===== src/common/serial_bus_pkg.sv =====
// Package: constants and types of the serial bus master and loader
// How it works
// - open-drain lines, 100 Kb/s, seven-bit addresses
// - start: SDA falls while SCL high
// - stop: SDA rises while SCL high
// - SDA steady while SCL high
// - eight-bit bytes, each followed by acknowledge
// - receiver acknowledges by holding SDA low
// - sole master, SCL near 100 kHz, released idle
// - software single bytes; loader reads doublewords
// - write: start, address, W; missing ack flagged
// - then index, data MSB first, ack, stop
// - read: R/W one, master acknowledges bytes
// - after reset with interface detected, load
// - references 01h..04h load 40h/80h/8Ch/90h bits
// - bad image stops load, sets load error
// - loader addresses EEPROM at 1010 000b
// - four data bytes, MSB first, address increments
// - eight-byte records until end-of-list marker
// - select bit picks send-byte over write-byte
// - target write starts; index, data registers
// - status: read valid, busy, errors, select
// - strap pulldown sets flag; detect_clear clears
package serial_bus_pkg;
  // ----------------------------------------
  // timing
  // ----------------------------------------
  localparam int CLK_MHZ = 100;  // mclk rate
  localparam int SCL_PERIOD_NS = 10000;  // one bit at 100 kHz
  localparam int QUARTER_CYC = SCL_PERIOD_NS * CLK_MHZ / 1000 / 4;
  localparam logic [7:0] QUARTER_LAST = 8'(QUARTER_CYC - 1);
  localparam logic [1:0] STRAP_SETTLE = 2'h3;  // sync settle count
  // ----------------------------------------
  // configuration byte offsets and status bits
  // ----------------------------------------
  localparam logic [7:0] OFS_DATA = 8'hB0;
  localparam logic [7:0] OFS_INDEX = 8'hB1;
  localparam logic [7:0] OFS_TARGET = 8'hB2;
  localparam logic [7:0] OFS_CSR = 8'hB3;
  localparam int CSR_NAK = 0;  // no acknowledge, write one clears
  localparam int CSR_ROM_ERR = 1;  // load error, write one clears
  localparam int CSR_SEND_BYTE = 3;  // send_byte_format_select
  localparam int CSR_RD_VALID = 6;
  localparam int CSR_BUSY = 7;
  // ----------------------------------------
  // loader image
  // ----------------------------------------
  localparam logic [6:0] EEPROM_SLAVE = 7'h50;
  localparam logic [7:0] END_OF_LIST_MARKER = 8'hFF;
  localparam logic [7:0] RECORD_STEP = 8'h08;
  localparam logic [2:0] LOAD_BYTES = 3'h5;  // reference plus four
  localparam logic [7:0] REF_SUBSYS = 8'h01;
  localparam logic [7:0] REF_SYSCTL = 8'h02;
  localparam logic [7:0] REF_MFUNC = 8'h03;
  localparam logic [7:0] REF_RETRY = 8'h04;
  localparam logic [7:0] CFG_SUBSYS = 8'h40;
  localparam logic [7:0] CFG_SYSCTL = 8'h80;
  localparam logic [7:0] CFG_MFUNC = 8'h8C;
  localparam logic [7:0] CFG_RETRY = 8'h90;
  localparam logic [31:0] MASK_SUBSYS = 32'hFFFFFFFF;
  localparam logic [31:0] MASK_SYSCTL = 32'hED00C07A;
  localparam logic [31:0] MASK_MFUNC = 32'h0FFFFFFF;
  localparam logic [31:0] MASK_RETRY = 32'h9F4FA0C0;
  // ----------------------------------------
  // byte sequence and states
  // ----------------------------------------
  localparam logic [3:0] STEP_ADDR_W = 4'h0;
  localparam logic [3:0] STEP_INDEX = 4'h1;
  localparam logic [3:0] STEP_DATA = 4'h2;
  localparam logic [3:0] STEP_ADDR_R = 4'h3;
  localparam logic [3:0] ACK_BIT = 4'h8;
  typedef enum logic [2:0] {ST_IDLE, ST_START, ST_TX, ST_RX, ST_STOP} bus_state_e;
  typedef enum logic [1:0] {JOB_WR, JOB_RD, JOB_LOAD} job_e;
endpackage


===== src/hdl/serial_bus_master.sv =====
// Module: two-wire bus master with config byte port and EEPROM loader
module serial_bus_master (
  // clock and reset
  input wire logic mclk,
  input wire logic reset_n,
  // configuration byte port
  input wire logic cfg_wr,
  input wire logic [7:0] cfg_addr,
  input wire logic [7:0] cfg_wdata,
  output logic [7:0] cfg_rdata,
  // strap pin and detect flag
  input wire logic latch_strap,
  input wire logic detect_clear,
  output logic interface_detected_flag,
  // clock line
  input wire logic scl_i,
  output logic scl_o,
  output logic scl_oe,
  // data line
  input wire logic sda_i,
  output logic sda_o,
  output logic sda_oe,
  // register default loads
  output logic load_strobe,
  output logic [7:0] load_offset,
  output logic [31:0] load_value,
  output logic [31:0] load_mask
);
  import serial_bus_pkg::*;

  // ----------------------------------------
  // state
  // ----------------------------------------
  typedef struct packed {
    bus_state_e st;
    logic [1:0] q;  // quarter of the bit
    logic [7:0] tick;  // cycles in quarter
    logic [3:0] bitn;  // bit of byte, 8 = ack
    logic [3:0] step;  // byte in sequence
    job_e job;
    logic [7:0] sh;  // shift register
    logic [2:0] rxleft;  // bytes still to receive
    logic restart;  // repeated start
    logic ack_bad;  // sampled ack was high
    logic scl_low;
    logic sda_low;
    logic [7:0] data;
    logic [7:0] index;
    logic [7:0] target;
    logic send_byte;
    logic err_nak;
    logic err_rom;
    logic rd_valid;
    logic [7:0] waddr;  // record word address
    logic [23:0] acc;  // upper data bytes
    logic load_stb;
    logic [7:0] ld_ofs;
    logic [31:0] ld_val;
    logic [31:0] ld_mask;
    logic [1:0] boot;  // counts to strap capture
    logic iface_en;
    logic detected;
    logic load_req;  // record pending
    logic [7:0] rdata;
    logic [1:0] scl_sync;
    logic [1:0] sda_sync;
    logic [1:0] strap_sync;
  } state_s;

  state_s state_reg;  // all flops but the check counter
  state_s state_next;  // their next value
  logic stretch;  // slave holds clock low
  logic q_end;  // last cycle of a quarter
  logic bit_end;  // last cycle of a bit
  logic idle;  // free for a new transfer
  logic busy;  // status busy bit
  logic capture;  // strap sampling cycle
  logic [7:0] csr_now;  // live status byte
  logic [39:0] rec_now;  // offset and mask of sh

  // ----------------------------------------
  // helpers
  // ----------------------------------------
  // byte sent at the current step
  function automatic logic [7:0] tx_byte(input state_s s);
    logic [6:0] a7;
    a7 = (s.job == JOB_LOAD) ? EEPROM_SLAVE : s.target[7:1];
    case (s.step)
      STEP_ADDR_W: tx_byte = {a7, 1'b0};
      STEP_INDEX: tx_byte = (s.job == JOB_LOAD) ? s.waddr : s.index;
      STEP_DATA: tx_byte = s.data;
      default: tx_byte = {a7, 1'b1};
    endcase
  endfunction

  // target offset and loadable bits; zero offset means bad reference
  function automatic logic [39:0] record_of(input logic [7:0] r);
    case (r)
      REF_SUBSYS: record_of = {CFG_SUBSYS, MASK_SUBSYS};
      REF_SYSCTL: record_of = {CFG_SYSCTL, MASK_SYSCTL};
      REF_MFUNC: record_of = {CFG_MFUNC, MASK_MFUNC};
      REF_RETRY: record_of = {CFG_RETRY, MASK_RETRY};
      default: record_of = '0;
    endcase
  endfunction

  // ----------------------------------------
  // decoded conditions
  // ----------------------------------------
  // hold a high quarter while the line still reads low
  assign stretch = state_reg.st != ST_IDLE && state_reg.q[1] && !state_reg.scl_sync[1];
  assign q_end = state_reg.st != ST_IDLE && !stretch && state_reg.tick == QUARTER_LAST;
  assign bit_end = q_end && state_reg.q == 2'h3;
  assign idle = state_reg.st == ST_IDLE && !state_reg.load_req;
  assign busy = !idle;
  assign capture = state_reg.boot == STRAP_SETTLE - 2'h1;
  assign rec_now = record_of(state_reg.sh);

  // status byte as software reads it
  always_comb begin
    csr_now = '0;
    csr_now[CSR_NAK] = state_reg.err_nak;
    csr_now[CSR_ROM_ERR] = state_reg.err_rom;
    csr_now[CSR_SEND_BYTE] = state_reg.send_byte;
    csr_now[CSR_RD_VALID] = state_reg.rd_valid;
    csr_now[CSR_BUSY] = busy;
  end

  // ----------------------------------------
  // next state
  // ----------------------------------------
  always_comb begin
    state_next = state_reg;
    state_next.load_stb = 1'b0;
    // pins cross into mclk through two flops
    state_next.scl_sync = {state_reg.scl_sync[0], scl_i};
    state_next.sda_sync = {state_reg.sda_sync[0], sda_i};
    state_next.strap_sync = {state_reg.strap_sync[0], latch_strap};
    // strap caught once, after the sync has filled
    if (state_reg.boot != STRAP_SETTLE) begin
      state_next.boot = state_reg.boot + 2'h1;
    end
    if (detect_clear) begin
      state_next.detected = 1'b0;
    end
    // set after clear: a set in the clear cycle wins
    if (capture && !state_reg.strap_sync[1]) begin
      state_next.detected = 1'b1;
      state_next.iface_en = 1'b1;
      state_next.load_req = 1'b1;
    end
    // quarter timer
    if (state_reg.st == ST_IDLE || q_end) begin
      state_next.tick = '0;
    end else if (!stretch) begin
      state_next.tick = state_reg.tick + 8'h01;
    end
    if (q_end) begin
      state_next.q = state_reg.q + 2'h1;
    end
    // registered read data
    case (cfg_addr)
      OFS_DATA: state_next.rdata = state_reg.data;
      OFS_INDEX: state_next.rdata = state_reg.index;
      OFS_TARGET: state_next.rdata = state_reg.target;
      OFS_CSR: state_next.rdata = csr_now;
      default: state_next.rdata = 8'h00;  // nothing else decoded
    endcase
    // software writes
    if (cfg_wr) begin
      case (cfg_addr)
        OFS_DATA: state_next.data = cfg_wdata;
        OFS_INDEX: state_next.index = cfg_wdata;
        OFS_TARGET: begin
          // ignored while busy or before detection
          if (idle && state_reg.iface_en) begin
            state_next.target = cfg_wdata;
            state_next.job = cfg_wdata[0] ? JOB_RD : JOB_WR;
            state_next.rd_valid = 1'b0;
            state_next.st = ST_START;
            state_next.step = STEP_ADDR_W;
            state_next.restart = 1'b0;
          end
        end
        OFS_CSR: begin
          state_next.send_byte = cfg_wdata[CSR_SEND_BYTE];
          if (cfg_wdata[CSR_NAK]) begin
            state_next.err_nak = 1'b0;
          end
          if (cfg_wdata[CSR_ROM_ERR]) begin
            state_next.err_rom = 1'b0;
          end
        end
        default: ;
      endcase
    end
    // loader fetches the next record
    if (state_reg.st == ST_IDLE && state_reg.load_req) begin
      state_next.load_req = 1'b0;
      state_next.job = JOB_LOAD;
      state_next.st = ST_START;
      state_next.step = STEP_ADDR_W;
      state_next.restart = 1'b0;
    end
    // sample the data line in the middle of the high phase, at the end of quarter 2
    if (q_end && state_reg.q == 2'h2) begin
      if (state_reg.bitn == ACK_BIT) begin
        state_next.ack_bad = state_reg.sda_sync[1];
      end else if (state_reg.st == ST_RX) begin
        state_next.sh = {state_reg.sh[6:0], state_reg.sda_sync[1]};
      end
    end
    // bit and byte sequencing
    if (bit_end) begin
      case (state_reg.st)
        ST_START: begin
          state_next.st = ST_TX;
          state_next.bitn = '0;
          state_next.sh = tx_byte(state_reg);
        end
        ST_TX: begin
          if (state_reg.bitn != ACK_BIT) begin
            state_next.bitn = state_reg.bitn + 4'h1;
            state_next.sh = {state_reg.sh[6:0], 1'b0};
          end else begin
            state_next.bitn = '0;
            if (state_reg.ack_bad) begin
              state_next.st = ST_STOP;
              if (state_reg.job == JOB_LOAD) begin
                state_next.err_rom = 1'b1;
              end else begin
                state_next.err_nak = 1'b1;
              end
            end else begin
              case (state_reg.step)
                STEP_ADDR_W: begin
                  // send-byte skips the index byte
                  state_next.step = (state_reg.job == JOB_WR && state_reg.send_byte) ?
                                    STEP_DATA : STEP_INDEX;
                end
                STEP_INDEX: begin
                  if (state_reg.job == JOB_WR) begin
                    state_next.step = STEP_DATA;
                  end else begin
                    state_next.st = ST_START;
                    state_next.restart = 1'b1;
                    state_next.step = STEP_ADDR_R;
                  end
                end
                STEP_DATA: state_next.st = ST_STOP;
                default: begin
                  state_next.st = ST_RX;
                  state_next.rxleft = (state_reg.job == JOB_LOAD) ? LOAD_BYTES : 3'h1;
                end
              endcase
              if (state_next.st == ST_TX) begin
                state_next.sh = tx_byte(state_next);
              end
            end
          end
        end
        ST_RX: begin
          if (state_reg.bitn != ACK_BIT) begin
            state_next.bitn = state_reg.bitn + 4'h1;
          end else begin
            state_next.bitn = '0;
            state_next.rxleft = state_reg.rxleft - 3'h1;
            if (state_reg.job == JOB_RD) begin
              state_next.data = state_reg.sh;
              state_next.rd_valid = 1'b1;
              state_next.st = ST_STOP;
            end else if (state_reg.rxleft == LOAD_BYTES) begin
              // reference byte: marker ends, unknown fails
              if (state_reg.sh == END_OF_LIST_MARKER) begin
                state_next.st = ST_STOP;
              end else if (rec_now[39:32] == 8'h00) begin
                state_next.st = ST_STOP;
                state_next.err_rom = 1'b1;
              end else begin
                state_next.ld_ofs = rec_now[39:32];
                state_next.ld_mask = rec_now[31:0];
              end
            end else if (state_reg.rxleft != 3'h1) begin
              state_next.acc = {state_reg.acc[15:0], state_reg.sh};
            end else begin
              state_next.st = ST_STOP;
              state_next.load_stb = 1'b1;
              state_next.ld_val = {state_reg.acc, state_reg.sh};
              state_next.waddr = state_reg.waddr + RECORD_STEP;
              // running off the end of the image is a format error
              if (8'(state_reg.waddr + RECORD_STEP) == 8'h00) begin
                state_next.err_rom = 1'b1;
              end else begin
                state_next.load_req = 1'b1;
              end
            end
          end
        end
        ST_STOP: state_next.st = ST_IDLE;
        default: state_next.st = ST_IDLE;
      endcase
    end
    // line drive; clock low in quarters 0 and 1, high through a first start
    case (state_next.st)
      ST_START: state_next.scl_low = state_next.restart && !state_next.q[1];
      ST_TX, ST_RX, ST_STOP: state_next.scl_low = !state_next.q[1];
      default: state_next.scl_low = 1'b0;
    endcase
    // data bits move only in quarter 1, a quarter after the clock fell; start and stop edges move in quarter 3
    if (state_next.st == ST_IDLE) begin
      state_next.sda_low = 1'b0;
    end else if (state_next.q != 2'h0) begin
      case (state_next.st)
        ST_START: state_next.sda_low = state_next.q == 2'h3;
        ST_TX: state_next.sda_low = state_next.bitn != ACK_BIT && !state_next.sh[7];
        ST_RX: state_next.sda_low = state_next.bitn == ACK_BIT;
        default: state_next.sda_low = state_next.q != 2'h3;
      endcase
    end
  end

  // ----------------------------------------
  // registers
  // ----------------------------------------
  always_ff @(posedge mclk or negedge reset_n) begin
    if (!reset_n) begin
      state_reg <= '0;
    end else begin
      state_reg <= state_next;
    end
  end

  // open-drain: only ever pull low
  assign scl_o = 1'b0;
  assign sda_o = 1'b0;
  assign scl_oe = state_reg.scl_low;
  assign sda_oe = state_reg.sda_low;
  assign cfg_rdata = state_reg.rdata;
  assign interface_detected_flag = state_reg.detected;
  assign load_strobe = state_reg.load_stb;
  assign load_offset = state_reg.ld_ofs;
  assign load_value = state_reg.ld_val;
  assign load_mask = state_reg.ld_mask;

  // ----------------------------------------
  // checks
  // ----------------------------------------
  logic [9:0] low_cnt_reg;  // cycles scl held low
  always_ff @(posedge mclk or negedge reset_n) begin
    if (!reset_n) begin
      low_cnt_reg <= '0;
    end else begin
      low_cnt_reg <= scl_oe ? low_cnt_reg + 10'h001 : 10'h000;
    end
  end
endmodule  // serial_bus_master


===== config.mk =====
export PLATFORM = sky130hd
export DESIGN_NAME = serial_bus_master
export DESIGN_NICKNAME = d
export VERILOG_FILES = /design/src/common/serial_bus_pkg.sv /design/src/hdl/serial_bus_master.sv
export SDC_FILE = /design/constraint.sdc
export NUM_CORES = 1
export LEC_CHECK = 0
export BUFFER_PORTS_ARGS = -buffer_cell sky130_fd_sc_hd__buf_4
export CAP_MARGIN = 20
export CORE_UTILIZATION = 60
export CTS_BUF_LIST = sky130_fd_sc_hd__clkbuf_2 sky130_fd_sc_hd__clkbuf_4 sky130_fd_sc_hd__clkbuf_8
export CTS_CLUSTER_SIZE = 28
export DETAILED_ROUTE_END_ITERATION = 8
export GPL_TIMING_DRIVEN = 0
export PLACE_DENSITY = 0.92
export SKIP_LAST_GASP = 1
export SLEW_MARGIN = 20
export SYNTH_ARGS = -nofsm -noshare
export SYNTH_HDL_FRONTEND = slang
export SYNTH_SLANG_ARGS = --single-unit

===== constraint.sdc =====
create_clock -name mclk -period 3.25 [get_ports mclk]
set_input_delay 0.325 -clock mclk [delete_from_list [all_inputs] [get_ports mclk]]
set_output_delay 0.325 -clock mclk [all_outputs]
set_load 0.01 [all_outputs]

==> metrics.txt <==
H-tree depth 4; FFs w/ async S/R, synth 100%; XOR/XNOR share of the synthesized area 1.34%; Horiz. Die Dim 121 µm; largest family of logic cells by synthesized area simple AND/OR/NAND/NOR gates; DIE AREA 0.0147 mm²; CP arrival 3.48 ns; max-cap violations 0; Detailed Route WL slightly above 20000 µm; P_leak 0.00476 µW; max reg flops 96; clk sinks roughly 160; reg-to-reg startpoint state_reg[187]$_DFF_PN0_; post-synthesis compound-gate area fraction a little under an eighth; Simple-Gate Fraction of Synth Area between 10% and 20%; min cycle time layout 3.14 ns; Netlist cell types 84; area delta synth->final 16.9%; Site Rows 43; number of nets still failing antenna checks after routing 0; cell count after synthesis 789; worst skew pair latency 0.47 ns; via count 6594; dpl cells 1076; final hold vios 0; Worst EP required between 3 and 4 ns; hold_sp detect_clear; ANT cells 0; mux cell area share after synthesis 14.5%; first-pass GRT wire length 33100 µm; Finished Layout Cells 1111; Final setup viols 0; RD Place Congestion 0.948; initial antenna violation count 0; Root Driver clkbuf_8; clk_skew between 0.01 and 0.015 ns; Worst Path Max Fanout 10; CP startpoint state_reg[187]$_DFF_PN0_; Hold Slack 0.0824 ns; CTS Buffer Depth 2; DPL Wire Length 14400 µm; failing checks design-rule violations; GRT Residual Overflow 0; Setup WS pre-CTS 0.129 ns; core area 0.0139 mm²; TritonRoute pass-1 iters 8; Starting DRT DRC Count 762; # nets final approximately 950; worst-margin pin slew 1.03 ns; crit share post-route 96.5%; post-layout instance area 0.00994 mm²; adder-cell area share of the yosys netlist under 10%; die height between 100 and 150 µm; largest net degree at the start of global routing 86; Post-Syn Area 0.00851 mm²; Post-synth EDFFs 0; Worst Slack Setup Final between 0.1 and 0.15 ns; Worst setup EP type register; routed vias/inst 5.94; IO Count 109; Synth Warn # 0; GRT Total Usage between 20% and 30%; CP Class reg2reg; HP Class in2reg; status complete, but fails checks; wire per inst 18.4 µm; Starting Density 61.3%; port bufs 102; total negative setup slack 0 ns; Reg clk slew, reported paths ~0.090 ns; DRC Markers 2; sequential area share after synthesis 46.5%; RSZ-0062 raised after global routing yes; total setup buffers inserted after CTS 0; share of cells above drive strength 1 36.6%; Placed Area 0.00955 mm²; Final Max Slew Viols 0; top achievable clock speed 0.319 GHz; Synth Area per Inst 10.8 µm²; number of global-route vias before repair 6381; Pwr Density 358 mW/mm²; fillcell total 943; CTS tree built; Worst VDD drop 0.375 mV; Seq cells post-synth roughly 160; total CTS buffers 17; crit path launch type register; Rel. slew slack a little under a third; ys flop type dfrtp_1
placed cells by master, fill, tap and decap left out, drive strengths merged, types with 4 or more instances in the layout:
| cell | n |
|---|---|
| a211oi | 7 |
| a21oi | 37 |
| a221oi | 8 |
| a22o | 5 |
| buf | 197 |
| clkbuf | 40 |
| clkinv | 4 |
| conb | 5 |
| dfrtp | 158 |
| dlygate4sd3 | 4 |
| ha | 12 |
| inv | 21 |
| mux2 | 80 |
| mux2i | 21 |
| mux4 | 5 |
| nand2 | 51 |
| nand2b | 16 |
| nand3 | 13 |
| nand3b | 5 |
| nand4 | 14 |
| nor2 | 63 |
| nor2b | 12 |
| nor3 | 11 |
| nor3b | 4 |
| nor4 | 7 |
| o211ai | 5 |
| o21ai | 34 |
| o22ai | 9 |
| o31ai | 4 |
| o41ai | 5 |
| or3 | 7 |
| xnor2 | 8 |
| xor2 | 5 |
path summary, 6_finish.rpt:
path	endpoint	slack, ns	cells past startpoint
setup / recovery	state_reg[160]$_DFF_PN0_	0.11	8
hold / removal	interface_detected_flag$_DFFE_PN0P_	0.08	2
setup reg to reg	state_reg[160]$_DFF_PN0_	0.11	8
hold reg to reg	state_reg[5]$_DFF_PN0_	0.36	0
max in group asynchronous	state_reg[100]$_DFFE_PN0P_	2.03	3
min in group asynchronous	cfg_rdata[0]$_DFF_PN0_	0.41	2
final cells by class:
class / instances / area [µm²] / share of cell area (%)
sequential: 158 / 3950 / 39.8
timing repair buffer: 107 / 841 / 8.46
tap: 180 / 225 / 2.27
buffer: 115 / 783 / 7.88
multi-input combinational: 504 / 3730 / 37.5
clock inverter: 13 / 103 / 1.03
inverter: 15 / 56.3 / 0.566
clock buffer: 19 / 249 / 2.50
cell usage after synthesis (all sizes together), types with 5 or more instances:
cell type / instances / area share (%)
nand2b: 16 / 1.2
mux2: 80 / 11
o21ai: 34 / 2.0
nand3b: 5 / 0.59
inv: 15 / 0.66
mux2i: 21 / 2.5
dfrtp: 158 / 46
nand3: 13 / 0.76
nand2: 51 / 2.3
a22o: 5 / 0.51
a211oi: 7 / 0.62
nand4: 14 / 1.1
clkbuf: 22 / 1.1
ha: 12 / 1.8
nor2b: 12 / 0.88
o22ai: 9 / 0.66
o41ai: 5 / 0.51
mux4: 5 / 1.4
o211ai: 5 / 0.44
xnor2: 8 / 0.82
or3: 7 / 0.56
a221oi: 8 / 0.90
buf: 94 / 8.1
xor2: 5 / 0.51
nor4: 7 / 1.1
nor2: 63 / 2.8
a21oi: 37 / 2.2
nor3: 11 / 0.71
logic make-up (layout without fill, tap and decap cells):
kind of cell,Yosys count,count (layout)
AO/OA/AOI/OAI,143,143
XOR/XNOR,13,13
adder cells (fa/ha/maj),12,12
buffers and inverters,131,269
flip-flops,158,158
multiplexers,106,106
other,1,5
AND/OR/NAND/NOR,225,225
routing by layer:
layer,track usage [%],part of all wire (%),up-vias
li1,-,-,3002
met2,47.5,49,308
met4,13.6,3.7,0
met3,6.39,6.8,72
met1,38.3,40,3212
met5,0,0,-
metrics by stage:
step,utilization [%],power (µW)
2_1_floorplan,-,2160
3_3_place_gp,68.5,2250
3_5_place_dp,68.8,2260
4_1_cts,71.6,3580
5_1_grt,71.6,3700
6_report,71.6,3560
worst max-delay path: stages (launching register included):
cell and delay (ns):
dfrtp_1 0.41, buf_6 0.15, or4_4 0.60, nor4_4 0.61
mux2_2 0.44, a31oi_1 0.16, o22ai_1 0.12, a221oi_1 0.41
o21ai_1 0.11
repair_timing:
item                                    in CTS  in global routing
resized for setup                            0                  1
hold buffers                                 4                  0
hold endpoints to repair                    76                  0
endpoints found under the setup margin       0                 22
power breakdown:
group	leakage [µW]	switching [µW]	internal, µW
Sequential	0.00208	20.6	1990
Combinational	0.00251	133	90.7
Clock	0.000175	774	557
Note: power is estimated with default switching activity, not from simulation.
